--- src/hdl/bus_unit_pkg.sv ---
package bus_unit_pkg;
    // Bus geometry
    localparam int DATA_W  = 64;               // Data bus width
    localparam int LANES   = 8;                // Byte lanes on the data bus
    localparam int ADDR_HI = 31;               // Top address bit on the pins
    localparam int ADDR_LO = 3;                // Lowest address bit on the pins
    localparam int LOW_W   = 3;                // Byte offset width inside a word
    localparam int BYTE_W  = 8;                // Width of the boot code lane
    localparam int DEPTH   = 3;                // Most cycles in flight
    localparam int CNT_W   = 2;                // Width of the outstanding count

    // Outstanding counts
    localparam logic [CNT_W-1:0] CNT_NONE  = 2'h0;
    localparam logic [CNT_W-1:0] CNT_ONE   = 2'h1;
    localparam logic [CNT_W-1:0] CNT_TWO   = 2'h2;
    localparam logic [CNT_W-1:0] CNT_THREE = 2'h3;

    // Execution start after reset
    localparam logic [31:0] TRAP_ADDR = 32'hffffff00;

    // Bus states, Gray coded along idle, start, wait, wait with next address granted, pipelined start, ...
    typedef enum logic [3:0] {
        ST_IDLE = 4'h0,
        ST_T1   = 4'h1,
        ST_T11  = 4'h3,
        ST_T12  = 4'h2,
        ST_T2   = 4'h6,
        ST_T21  = 4'h7,
        ST_T22  = 4'h5,
        ST_T3   = 4'h4,
        ST_T31  = 4'hc
    } bus_state_type;

    // One bus cycle as remembered until its ready
    typedef struct packed {
        logic              write;              // Write cycle
        logic              code;               // Instruction fetch
        logic [DATA_W-1:0] data;               // Write data
    } cycle_type;
endpackage

--- src/hdl/cycle_queue_if.sv ---
`timescale 1ns/1ps
interface cycle_queue_if;
    import bus_unit_pkg::*;
    logic              push;                   // Cycle started
    cycle_type         push_item;              // Started cycle
    logic              pop;                    // Oldest cycle retired
    cycle_type         head;                   // Oldest cycle in flight
    logic              head_valid;             // Any cycle in flight
    logic              head_fresh;             // Head changed at last edge
    logic [CNT_W-1:0]  count;                  // Cycles in flight

    modport owner (input push, push_item, pop, output head, head_valid, head_fresh, count);
    modport user  (output push, push_item, pop, input head, head_valid, head_fresh, count);
endinterface

--- src/hdl/bus_unit.sv ---
`timescale 1ns/1ps
// Function
// [RQ1] Cycles measured strobe-to-ready and ready-to-ready
// [RQ2] Address and control held from first wait
// [RQ3] Next-address in wait allows following strobe
// [RQ4] Each ready retires oldest, count drops
// [RQ5] Write drives byte enables and data
// [RQ6] Repeated next-address sustains three cycles
// [RQ7] Write data only after earlier cycles retire
// [RQ8] Write after read waits one clock
// [RQ9] Memory delays ready after read-write
// [RQ10] Write without prior read needs no wait
// [RQ11] Boot width strapped at reset release
// [RQ12] Boot code fetched bytewise on low lane
// [RQ13] Low byte enables carry low address
// [RQ14] Boot code cached only while cacheable
// [RQ15] No pipelining in byte boot mode
// [RQ16] Execution starts at trap address
// [RQ17] Board maps boot ROM over RAM
// [RQ18] Board port unmaps boot ROM
// [RQ19] Software clears boot mode until reset
// [RQ20] Next-address ignored during own strobe
// [RQ21] Next-address latched, one clock suffices
// [RQ22] No next-address with nothing outstanding
// [RQ23] Data moves in cycle start order
// [RQ24] Never a fourth outstanding cycle
module bus_unit
    import bus_unit_pkg::*;
(
    input  wire logic                 i_clock,
    input  wire logic                 i_arst_n,
    input  wire logic                 i_req_valid,
    input  wire logic                 i_req_write,
    input  wire logic                 i_req_code,
    input  wire logic [ADDR_HI:ADDR_LO] i_req_addr,
    input  wire logic [LOW_W-1:0]     i_req_low_addr,
    input  wire logic [LANES-1:0]     i_req_byte_en,
    input  wire logic [DATA_W-1:0]    i_req_wdata,
    input  wire logic                 i_req_same_page,
    input  wire logic                 i_req_page_table,
    output logic                      o_req_ready,
    output logic                      o_rd_valid,
    output logic [DATA_W-1:0]         o_rd_data,
    output logic                      o_rd_code_fill,
    input  wire logic                 i_clear_boot_mode,
    output logic                      o_byte_boot_mode,
    output logic [31:0]               o_start_address,
    output logic                      o_address_strobe_n,
    output logic [ADDR_HI:ADDR_LO]    o_addr,
    output logic                      o_write_not_read,
    output logic [LANES-1:0]          o_byte_lane_enable_n,
    output logic                      o_same_page_hint_n,
    output logic                      o_page_table_access_n,
    input  wire logic [DATA_W-1:0]    i_data,
    output logic [DATA_W-1:0]         o_data,
    output logic                      o_data_oe,
    input  wire logic                 i_ready_n,
    input  wire logic                 i_next_address_req_n,
    input  wire logic                 i_cacheable_in_n,
    input  wire logic                 i_irq_boot_width_pin
);
    // Strobe states, decoded in several places
    function automatic logic is_start(input bus_state_type s);
        is_start = (s == ST_T1) || (s == ST_T2) || (s == ST_T3);
    endfunction

    // Start state for the count after the new cycle
    function automatic bus_state_type start_state(input logic [CNT_W-1:0] c);
        case (c)
            CNT_ONE: start_state = ST_T1;
            CNT_TWO: start_state = ST_T2;
            default: start_state = ST_T3;
        endcase
    endfunction

    // Wait state for a count, remembering a granted next address at one or two cycles in flight
    function automatic bus_state_type wait_state(input logic [CNT_W-1:0] c, input logic na);
        case (c)
            CNT_ONE: wait_state = na ? ST_T12 : ST_T11;
            CNT_TWO: wait_state = na ? ST_T22 : ST_T21;
            default: wait_state = ST_T31;
        endcase
    endfunction

    cycle_queue_if    q ();                    // Cycles in flight
    bus_state_type    state;                   // Bus state
    bus_state_type    next_state;              // Bus state after this edge
    logic             na_pending;              // Next address granted, not yet used
    logic             na_seen;                 // Next address sampled this clock
    logic             retire;                  // Ready for the oldest cycle
    logic             start;                   // New cycle begins next clock
    logic [CNT_W-1:0] next_count;              // Count after this edge
    logic             last_read;               // Last retired cycle was a read
    logic             strap_taken;             // Boot width already sampled
    logic             boot_code;               // Byte-wide code request

    cycle_queue u_queue (
        .i_clock  (i_clock),
        .i_arst_n (i_arst_n),
        .q        (q)
    );

    // Ready only counts while something is in flight [RQ1]
    assign retire = !i_ready_n && q.head_valid; // [RQ4]
    // Strobe clocks and idle bus never grant pipelining [RQ20] [RQ22]
    assign na_seen = !i_next_address_req_n && !is_start(state) && q.head_valid
                     && !o_byte_boot_mode;
    // Idle bus, or a latched grant with room for one more [RQ3] [RQ24]
    assign start = i_req_valid && !is_start(state)
                   && (q.count == CNT_NONE
                       || (na_pending && (q.count != CNT_THREE || retire)
                           && !o_byte_boot_mode)); // [RQ6] [RQ15]
    assign o_req_ready = start;
    assign next_count  = q.count + CNT_W'(start) - CNT_W'(retire);
    assign boot_code   = o_byte_boot_mode && i_req_code;

    assign q.push           = start;
    assign q.push_item      = '{write: i_req_write, code: i_req_code, data: i_req_wdata};
    assign q.pop            = retire;
    assign o_start_address  = TRAP_ADDR;       // [RQ16]

    // State follows the count; a start that meets a ready lands one level lower
    always_comb
    begin
        if (start)
            next_state = start_state(next_count); // [RQ4]
        else if (next_count == CNT_NONE)
            next_state = ST_IDLE;
        else
            next_state = wait_state(next_count, na_pending || na_seen); // [RQ6]
    end

    // Bus state register
    always_ff @(posedge i_clock or negedge i_arst_n)
    begin
        if (!i_arst_n)
            state <= ST_IDLE;
        else
            state <= next_state;
    end

    // Grant is remembered so a single clock of next address is enough
    always_ff @(posedge i_clock or negedge i_arst_n)
    begin
        if (!i_arst_n)
            na_pending <= 1'b0;
        else if (start || next_count == CNT_NONE)
            na_pending <= 1'b0;
        else if (na_seen)
            na_pending <= 1'b1;                // [RQ21]
    end

    // Address and control launch with the strobe and hold through the waits
    always_ff @(posedge i_clock or negedge i_arst_n)
    begin
        if (!i_arst_n)
        begin
            o_address_strobe_n    <= 1'b1;
            o_addr                <= '0;
            o_write_not_read      <= 1'b0;
            o_byte_lane_enable_n  <= '1;
            o_same_page_hint_n    <= 1'b1;
            o_page_table_access_n <= 1'b1;
        end
        else
        begin
            o_address_strobe_n <= !start;
            if (start)
            begin
                o_addr                <= i_req_addr;       // [RQ2]
                o_write_not_read      <= i_req_write;
                o_same_page_hint_n    <= !i_req_same_page;
                o_page_table_access_n <= !i_req_page_table;
                // Boot code reads turn the low enables into address bits
                if (boot_code)
                    o_byte_lane_enable_n <= {~i_req_byte_en[LANES-1:LOW_W],
                                             i_req_low_addr}; // [RQ13]
                else
                    o_byte_lane_enable_n <= ~i_req_byte_en; // [RQ5]
            end
        end
    end

    // Write data goes out only for the oldest cycle; a read just before
    // costs one clock so the reader has released the bus
    always_ff @(posedge i_clock or negedge i_arst_n)
    begin
        if (!i_arst_n)
        begin
            o_data    <= '0;
            o_data_oe <= 1'b0;
            last_read <= 1'b0;
        end
        else
        begin
            o_data    <= q.head.data;          // [RQ5]
            o_data_oe <= q.head_valid && q.head.write && !retire      // [RQ7]
                         && !(last_read && q.head_fresh);             // [RQ8]
            if (retire)
                last_read <= !q.head.write;
        end
    end

    // Read data capture, in start order
    always_ff @(posedge i_clock or negedge i_arst_n)
    begin
        if (!i_arst_n)
        begin
            o_rd_valid     <= 1'b0;
            o_rd_data      <= '0;
            o_rd_code_fill <= 1'b0;
        end
        else
        begin
            o_rd_valid <= retire && !q.head.write; // [RQ23]
            // Boot code arrives one byte at a time on the low lane
            if (o_byte_boot_mode && q.head.code)
                o_rd_data <= {{(DATA_W-BYTE_W){1'b0}}, i_data[BYTE_W-1:0]}; // [RQ12]
            else
                o_rd_data <= i_data;
            o_rd_code_fill <= retire && !q.head.write && q.head.code
                              && !i_cacheable_in_n; // [RQ14]
        end
    end

    // Strap caught at the first edge after release; only software clears it
    always_ff @(posedge i_clock or negedge i_arst_n)
    begin
        if (!i_arst_n)
        begin
            strap_taken      <= 1'b0;
            o_byte_boot_mode <= 1'b0;
        end
        else if (!strap_taken)
        begin
            strap_taken      <= 1'b1;
            o_byte_boot_mode <= i_irq_boot_width_pin; // [RQ11]
        end
        else if (i_clear_boot_mode)
            o_byte_boot_mode <= 1'b0;          // [RQ19]
    end

    // Checks
    max_outstanding_a: assert property (@(posedge i_clock) disable iff (!i_arst_n) // [RQ24]
        q.count == CNT_THREE && !retire |=> q.count == CNT_THREE)
        else $error("fourth cycle started");
    strobe_single_a: assert property (@(posedge i_clock) disable iff (!i_arst_n) // [RQ3]
        !o_address_strobe_n |=> o_address_strobe_n)
        else $error("strobe held two clocks");
    strobe_grant_a: assert property (@(posedge i_clock) disable iff (!i_arst_n) // [RQ21]
        start && q.count != CNT_NONE |-> na_pending)
        else $error("pipelined start without grant");
    na_ignored_a: assert property (@(posedge i_clock) disable iff (!i_arst_n) // [RQ20]
        is_start(state) && !na_pending |=> !na_pending)
        else $error("next address taken during strobe");
    retire_count_a: assert property (@(posedge i_clock) disable iff (!i_arst_n) // [RQ4]
        retire && !start |=> q.count == $past(q.count) - CNT_ONE)
        else $error("ready did not retire a cycle");
    third_meets_ready_a: assert property (@(posedge i_clock) disable iff (!i_arst_n) // [RQ4]
        start && retire && q.count == CNT_TWO |=> state == ST_T2)
        else $error("wrong state after overlapped ready");
    boot_no_pipe_a: assert property (@(posedge i_clock) disable iff (!i_arst_n) // [RQ15]
        o_byte_boot_mode && start |-> q.count == CNT_NONE)
        else $error("pipelined cycle in byte boot mode");
    boot_sticky_a: assert property (@(posedge i_clock) disable iff (!i_arst_n) // [RQ19]
        strap_taken && !o_byte_boot_mode |=> !o_byte_boot_mode)
        else $error("byte boot mode came back");
    wr_after_rd_a: assert property (@(posedge i_clock) disable iff (!i_arst_n) // [RQ8]
        last_read && q.head_fresh && q.head.write |=> !o_data_oe)
        else $error("write data without extra clock");
    data_owner_a: assert property (@(posedge i_clock) disable iff (!i_arst_n) // [RQ7]
        o_data_oe |-> q.head_valid && q.head.write)
        else $error("write data before earlier cycles done");
    addr_hold_a: assert property (@(posedge i_clock) disable iff (!i_arst_n) // [RQ2]
        !start |=> $stable(o_addr) && $stable(o_write_not_read))
        else $error("address changed during wait");

    three_out_c: cover property (@(posedge i_clock) disable iff (!i_arst_n)
        state == ST_T3 ##1 state == ST_T31);
    rd_then_wr_c: cover property (@(posedge i_clock) disable iff (!i_arst_n)
        retire && !q.head.write ##1 q.head.write ##[1:3] o_data_oe);
    boot_fetch_c: cover property (@(posedge i_clock) disable iff (!i_arst_n)
        o_byte_boot_mode && o_rd_code_fill);
    sustain_three_c: cover property (@(posedge i_clock) disable iff (!i_arst_n)
        state == ST_T31 ##1 state == ST_T3);
endmodule // bus_unit

--- src/hdl/cycle_queue.sv ---
`timescale 1ns/1ps
module cycle_queue
    import bus_unit_pkg::*;
(
    input  wire logic   i_clock,
    input  wire logic   i_arst_n,
    cycle_queue_if.owner q
);
    // Pointer step with wrap at the queue depth
    function automatic logic [CNT_W-1:0] step(input logic [CNT_W-1:0] p);
        step = (p == CNT_W'(DEPTH - 1)) ? CNT_NONE : p + CNT_ONE;
    endfunction

    cycle_type        entry [DEPTH];           // Cycle storage
    logic [CNT_W-1:0] rd_ptr;                  // Oldest entry
    logic [CNT_W-1:0] wr_ptr;                  // Next free entry
    logic [CNT_W-1:0] count;                   // Occupancy
    logic             fresh;                   // Head replaced at last edge

    // Entries are written in start order and read in the same order [RQ23]
    genvar g;
    generate
        for (g = 0; g < DEPTH; g++)
        begin : g_entry
            always_ff @(posedge i_clock or negedge i_arst_n)
            begin
                if (!i_arst_n)
                    entry[g] <= '0;
                else if (q.push && wr_ptr == CNT_W'(g))
                    entry[g] <= q.push_item;
            end
        end
    endgenerate

    // Pointers and occupancy
    always_ff @(posedge i_clock or negedge i_arst_n)
    begin
        if (!i_arst_n)
        begin
            rd_ptr <= CNT_NONE;
            wr_ptr <= CNT_NONE;
            count  <= CNT_NONE;
            fresh  <= 1'b0;
        end
        else
        begin
            if (q.push)
                wr_ptr <= step(wr_ptr);
            if (q.pop)
                rd_ptr <= step(rd_ptr);
            count <= count + CNT_W'(q.push) - CNT_W'(q.pop);
            // A new head appears on a retire or on a push into an empty queue
            fresh <= q.pop || (q.push && count == CNT_NONE);
        end
    end

    assign q.head       = entry[rd_ptr];
    assign q.head_valid = (count != CNT_NONE);
    assign q.head_fresh = fresh;
    assign q.count      = count;
endmodule // cycle_queue

--- config.mk ---
export PLATFORM = sky130hd
export DESIGN_NAME = bus_unit
export DESIGN_NICKNAME = d
export VERILOG_FILES = /design/src/hdl/bus_unit_pkg.sv /design/src/hdl/cycle_queue_if.sv /design/src/hdl/bus_unit.sv /design/src/hdl/cycle_queue.sv
export SDC_FILE = /design/constraint.sdc
export NUM_CORES = 1
export LEC_CHECK = 0
export BUFFER_PORTS_ARGS = -buffer_cell sky130_fd_sc_hd__clkbuf_2
export CELL_PAD_IN_SITES_DETAIL_PLACEMENT = 0
export CELL_PAD_IN_SITES_GLOBAL_PLACEMENT = 1
export CORE_ASPECT_RATIO = 1.5
export CORE_MARGIN = 2
export CORE_UTILIZATION = 30
export DETAILED_ROUTE_END_ITERATION = 8
export PLACE_DENSITY = 0.56
export SETUP_SLACK_MARGIN = 0.02
export SLEW_MARGIN = 20
export SYNTH_ARGS = -nofsm -noshare
export SYNTH_HDL_FRONTEND = slang
export SYNTH_SLANG_ARGS = --single-unit
--- constraint.sdc ---
create_clock -name i_clock -period 2.7 [get_ports i_clock]
set_input_delay 0.405 -clock i_clock [delete_from_list [all_inputs] [get_ports i_clock]]
set_output_delay 0.405 -clock i_clock [all_outputs]
set_load 0.01 [all_outputs]
==> impl_results.rst <==
.. list-table::
   :header-rows: 1

   * - Metric
     - Value
   * - Register clock-pin slew on the reported worst setup and hold paths
     - 0.06 ns
   * - Area share of fa/ha/maj cells after synthesis
     - 0.166%
   * - Min-Delay Path Class
     - input port to register
   * - CTS tree
     - done
   * - Max Clk Rate
     - between 400 and 500 MHz
   * - Final critical delay including setup and external delays
     - 2.49 ns
   * - Final TNS setup
     - 0 ns
   * - #FFs+latches synth
     - 385
   * - Most common flop cell mapped by yosys
     - dfrtp_1
   * - Signed area change from the synthesized netlist to the final layout
     - 27.3%
   * - Layout Cells excl Fill
     - 2,116
   * - Number of different library cells in the post-synthesis netlist
     - 39
   * - Top-level I/O count
     - 386
   * - Share of the synthesized netlist area taken by xor and xnor gates
     - 0.116%
   * - Syn_area_per_cell
     - 14.6 um2
   * - Proportion of synthesized area in mux cells
     - 23.6%
   * - Worst vdd ir
     - 731 uV
   * - Critical-path cell with the highest stage delay
     - dfrtp_1
   * - Vias in the first global route
     - 10,300
   * - Worst clock skew
     - 0.0145 ns
   * - Worst Path Class, Setup
     - register to output pin
   * - Number of setup buffers added after CTS
     - 0
   * - Critical path capture point type
     - output pin
   * - Critical path data arrival time
     - 2.08 ns
   * - Final-report hold violation count
     - 0
   * - Register-to-Register Setup Slack
     - 0.44 ns
   * - Kind of cell adding the most delay to the critical path
     - simple AND/OR/NAND/NOR gates
   * - Total of buffers placed on input and output ports
     - 353
   * - Initial cell density of the core
     - 30.4%
   * - Largest family of logic cells by synthesized area
     - multiplexers
   * - Area share of the largest cell type after synthesis
     - 61.9%
   * - Overflow left after global routing
     - 0
   * - Deepest level of the CTS H-tree
     - 2
   * - Post-DP Area
     - 0.0177 mm2
   * - Power density over the cells
     - 1160 mW/mm2
   * - Startpoint Class
     - register
   * - Maximum Capacitance Violations
     - 0
   * - Synthesis warning total
     - 0
   * - Synthesized-area fraction occupied by ao, oa, aoi and oai cells
     - between 2 and 3%
   * - Total core area
     - 0.0497 mm2
   * - Post-layout util
     - 38.7%
   * - TritonCTS Buffers
     - 42
   * - Worst-margin pin slew
     - 0.775 ns
   * - Cells after synthesis
     - 1,036
   * - Setup violations, final
     - 0
   * - Highest cell delay on the worst timing path
     - about 0.40 ns
   * - Clock Latency Late Sink
     - 0.54 ns
   * - Chip height
     - between 200 and 300 um
   * - Residual DRC
     - 0
   * - Detailed Route Iter0 Violations
     - 223
   * - HPWL Detailed
     - about 25 mm
   * - Pre-CTS WS
     - 0.469 ns
   * - Root buffer cell
     - clkbuf_16
   * - # placed instances
     - 2,023
   * - Buffer levels on the longest clock path
     - 3
   * - Crit path buf inv count
     - 3
   * - Routability congestion estimate from global placement
     - 0.725
   * - Critical path fanouts, max
     - 13
   * - Worst-case setup margin in the final layout
     - between 0.2 and 0.25 ns
   * - Final slew viol count
     - 0
   * - Dominant cells by area after synthesis
     - dfrtp_1 (62%), mux2_2 (13%), mux2_4 (5.8%)
   * - Final Net Count
     - 1,602
   * - Number of enable-type register cells in the synthesized netlist
     - 0
   * - Number of sinks driven by the clock tree
     - 385
   * - Overall global routing resource usage
     - 14.3%
   * - Post-route fraction of the period consumed by the critical path
     - 92.2%
   * - Normalized max-slew margin
     - 48.3%
   * - Number of placement rows
     - 100
   * - Area share of and/or/nand/nor cells after synthesis
     - between 5 and 6%
   * - Netlist area before placement
     - roughly 0.015 mm2
   * - Wire length of the first global-routing pass
     - 58.6 mm
   * - Post-detailed-routing wire length
     - 37.2 mm
   * - Routed vias
     - 9,272
   * - Post-synthesis sequential area ratio
     - 63.8%
   * - Final design instance area without fill
     - 0.0192 mm2
   * - Drt wl/cell
     - 17.6 um
   * - Fraction of final layout cells sized beyond drive strength 1
     - 48.0%
   * - Required time of the worst setup path
     - 2.30 ns
   * - Setup repair after global routing missed its margin
     - no
   * - Number of antenna violations at the first check in global routing
     - 4
   * - Die boundary width
     - around 190 um
   * - Number of iterations in the first detailed-routing pass
     - 4
   * - Via-to-Cell Ratio
     - 4.38
   * - Routed Antenna Nets
     - 0
   * - Leakage component of the power
     - about 9.5 nW
   * - Cell breakdown of the critical path
     - nor3b_2, nor3b_4, nand3_1, inv_2, buf_4, clkbuf_2
   * - Post-synthesis async set-or-reset flop share
     - 100%
   * - Maximum number of pins on one net before global-route repair
     - between 80 and 90
   * - Result of the run
     - complete, no violations
   * - Area enclosed by the die boundary
     - 0.0522 mm2
   * - Synth area leader
     - dfrtp_1
[repair_timing]
action | CTS | global route
hold buffers | 16 | 0
resized for setup | 0 | 1
hold endpoints to repair | 88 | 0
setup endpoints to repair | 0 | 1
[flip-flops by register name, indices dropped and copies added, names as in the netlist]
| signal | flops |
|---|---|
| u_queue.q.head_fresh | 1 |
| o_data | 64 |
| u_queue.wr_ptr | 2 |
| o_address_strobe_n | 1 |
| state | 4 |
| o_rd_data | 64 |
| o_data_oe | 1 |
| o_byte_lane_enable_n | 8 |
| o_byte_boot_mode | 1 |
| o_page_table_access_n | 1 |
| u_queue.rd_ptr | 2 |
| u_queue.entry | 198 |
| o_addr | 29 |
| o_rd_valid | 1 |
| u_queue.q.count | 2 |
| strap_taken | 1 |
| na_pending | 1 |
| o_rd_code_fill | 1 |
| last_read | 1 |
| o_same_page_hint_n | 1 |
| o_write_not_read | 1 |
[area by class of cell]
type                    instances  area [um2]
repair buffers                395        2290
fillers                      4840       30400
inverters                      17        63.8
clock buffers                  66        1310
clock inverters                10         106
diodes                          1        2.50
well taps                     663         830
multi-input cells             579        4980
flip-flops and latches        385        9650
[worst register-to-register path: cells and delay by family (launching register included)]
family,cells,cell delay [ns]
fa+ha+maj,2,0.47
flops,1,0.43
simple gates,1,0.31
buf+inv,2,0.16
xor+xnor,2,0.30
compound gates,2,0.51
[cell families (layout without fill, tap and decap cells)]
group           count (synthesis)  count (layout)
fa+ha+maj                       2               2
other cells                     2              34
xor+xnor                        2               2
compound gates                 80              80
simple gates                  157             157
buf+inv                       103             488
flops                         385             385
mux                           305             305
[per-layer routing]
| metal | vias to the layer above | GRT usage (%) | part of all wire, % |
|---|---|---|---|
| met2 | 290 | 25.8 | 52 |
| met5 | - | 0 | 0.022 |
| met1 | 4696 | 16.1 | 39 |
| met4 | 2 | 5.31 | 2.8 |
| met3 | 58 | 3.90 | 6.6 |
| li1 | 4226 | - | - |
[cell usage after synthesis, types with 2 or more instances]
master and n:
dfrtp_1 374, mux2i_1 73, conb_1 2, mux2_2 174
dfstp_2 11, and2_1 58, o21ai_0 70, mux2_4 58
nand2b_1 2, inv_1 16, o22ai_1 2, xnor2_1 2
nand2_1 77, nand4_1 3, nor2_1 6, and3_1 2
clkbuf_1 22, buf_4 35, buf_2 18, ha_1 2
o2bb2ai_1 2, buf_6 10
[path summary, 6_finish.rpt]
kind / start / to / cells past startpoint
setup / recovery: state[2]$_DFF_PN0_ / o_req_ready / 6
hold / removal: i_req_same_page / o_same_page_hint_n$_DFFE_PN1P_ / 2
setup reg to reg: u_queue.q.count[1]$_DFF_PN0_ / state[1]$_DFF_PN0_ / 9
hold reg to reg: strap_taken$_DFF_PN0_ / o_byte_boot_mode$_DFFE_PN0P_ / 1
max in group asynchronous: i_arst_n / o_byte_lane_enable_n[0]$_DFFE_PN1P_ / 3
min in group asynchronous: i_arst_n / u_queue.entry[110]$_DFFE_PN0P_ / 2
[metrics by stage]
step | hold WS [ns] | total power, mW
2_1_floorplan | 0.109 | 14.1
3_3_place_gp | 0.449 | 16.6
3_5_place_dp | 0.456 | 16.8
4_1_cts | 0.00430 | 22.8
5_1_grt | 0.0167 | 23.9
6_report | 0.0313 | 22.4
[cell usage in the layout (no fill, tap or decap), types with 3 or more instances in the layout]
cell type and n:
buf_4 13, clkbuf_2 352, clkbuf_1 11, mux2_4 58, clkbuf_8 10, nor2_1 6
clkinv_2 6, clkbuf_16 45, and2_1 58, inv_1 16, conb_1 33, mux2i_1 73
buf_12 13, mux2_2 174, nand4_1 3, o21ai_0 70, dlygate4sd3_1 16, dfrtp_1 372
dfstp_2 11, nand2_1 77
[where the power goes]
group,switching [mW],internal [mW],leakage (nW)
sequential,1.14,8.33,4.70
clock,2.32,3.51,0.696
combinational,3.43,3.65,4.07
total,6.90,15.5,9.46
Note: power is estimated with default switching activity, not from simulation.
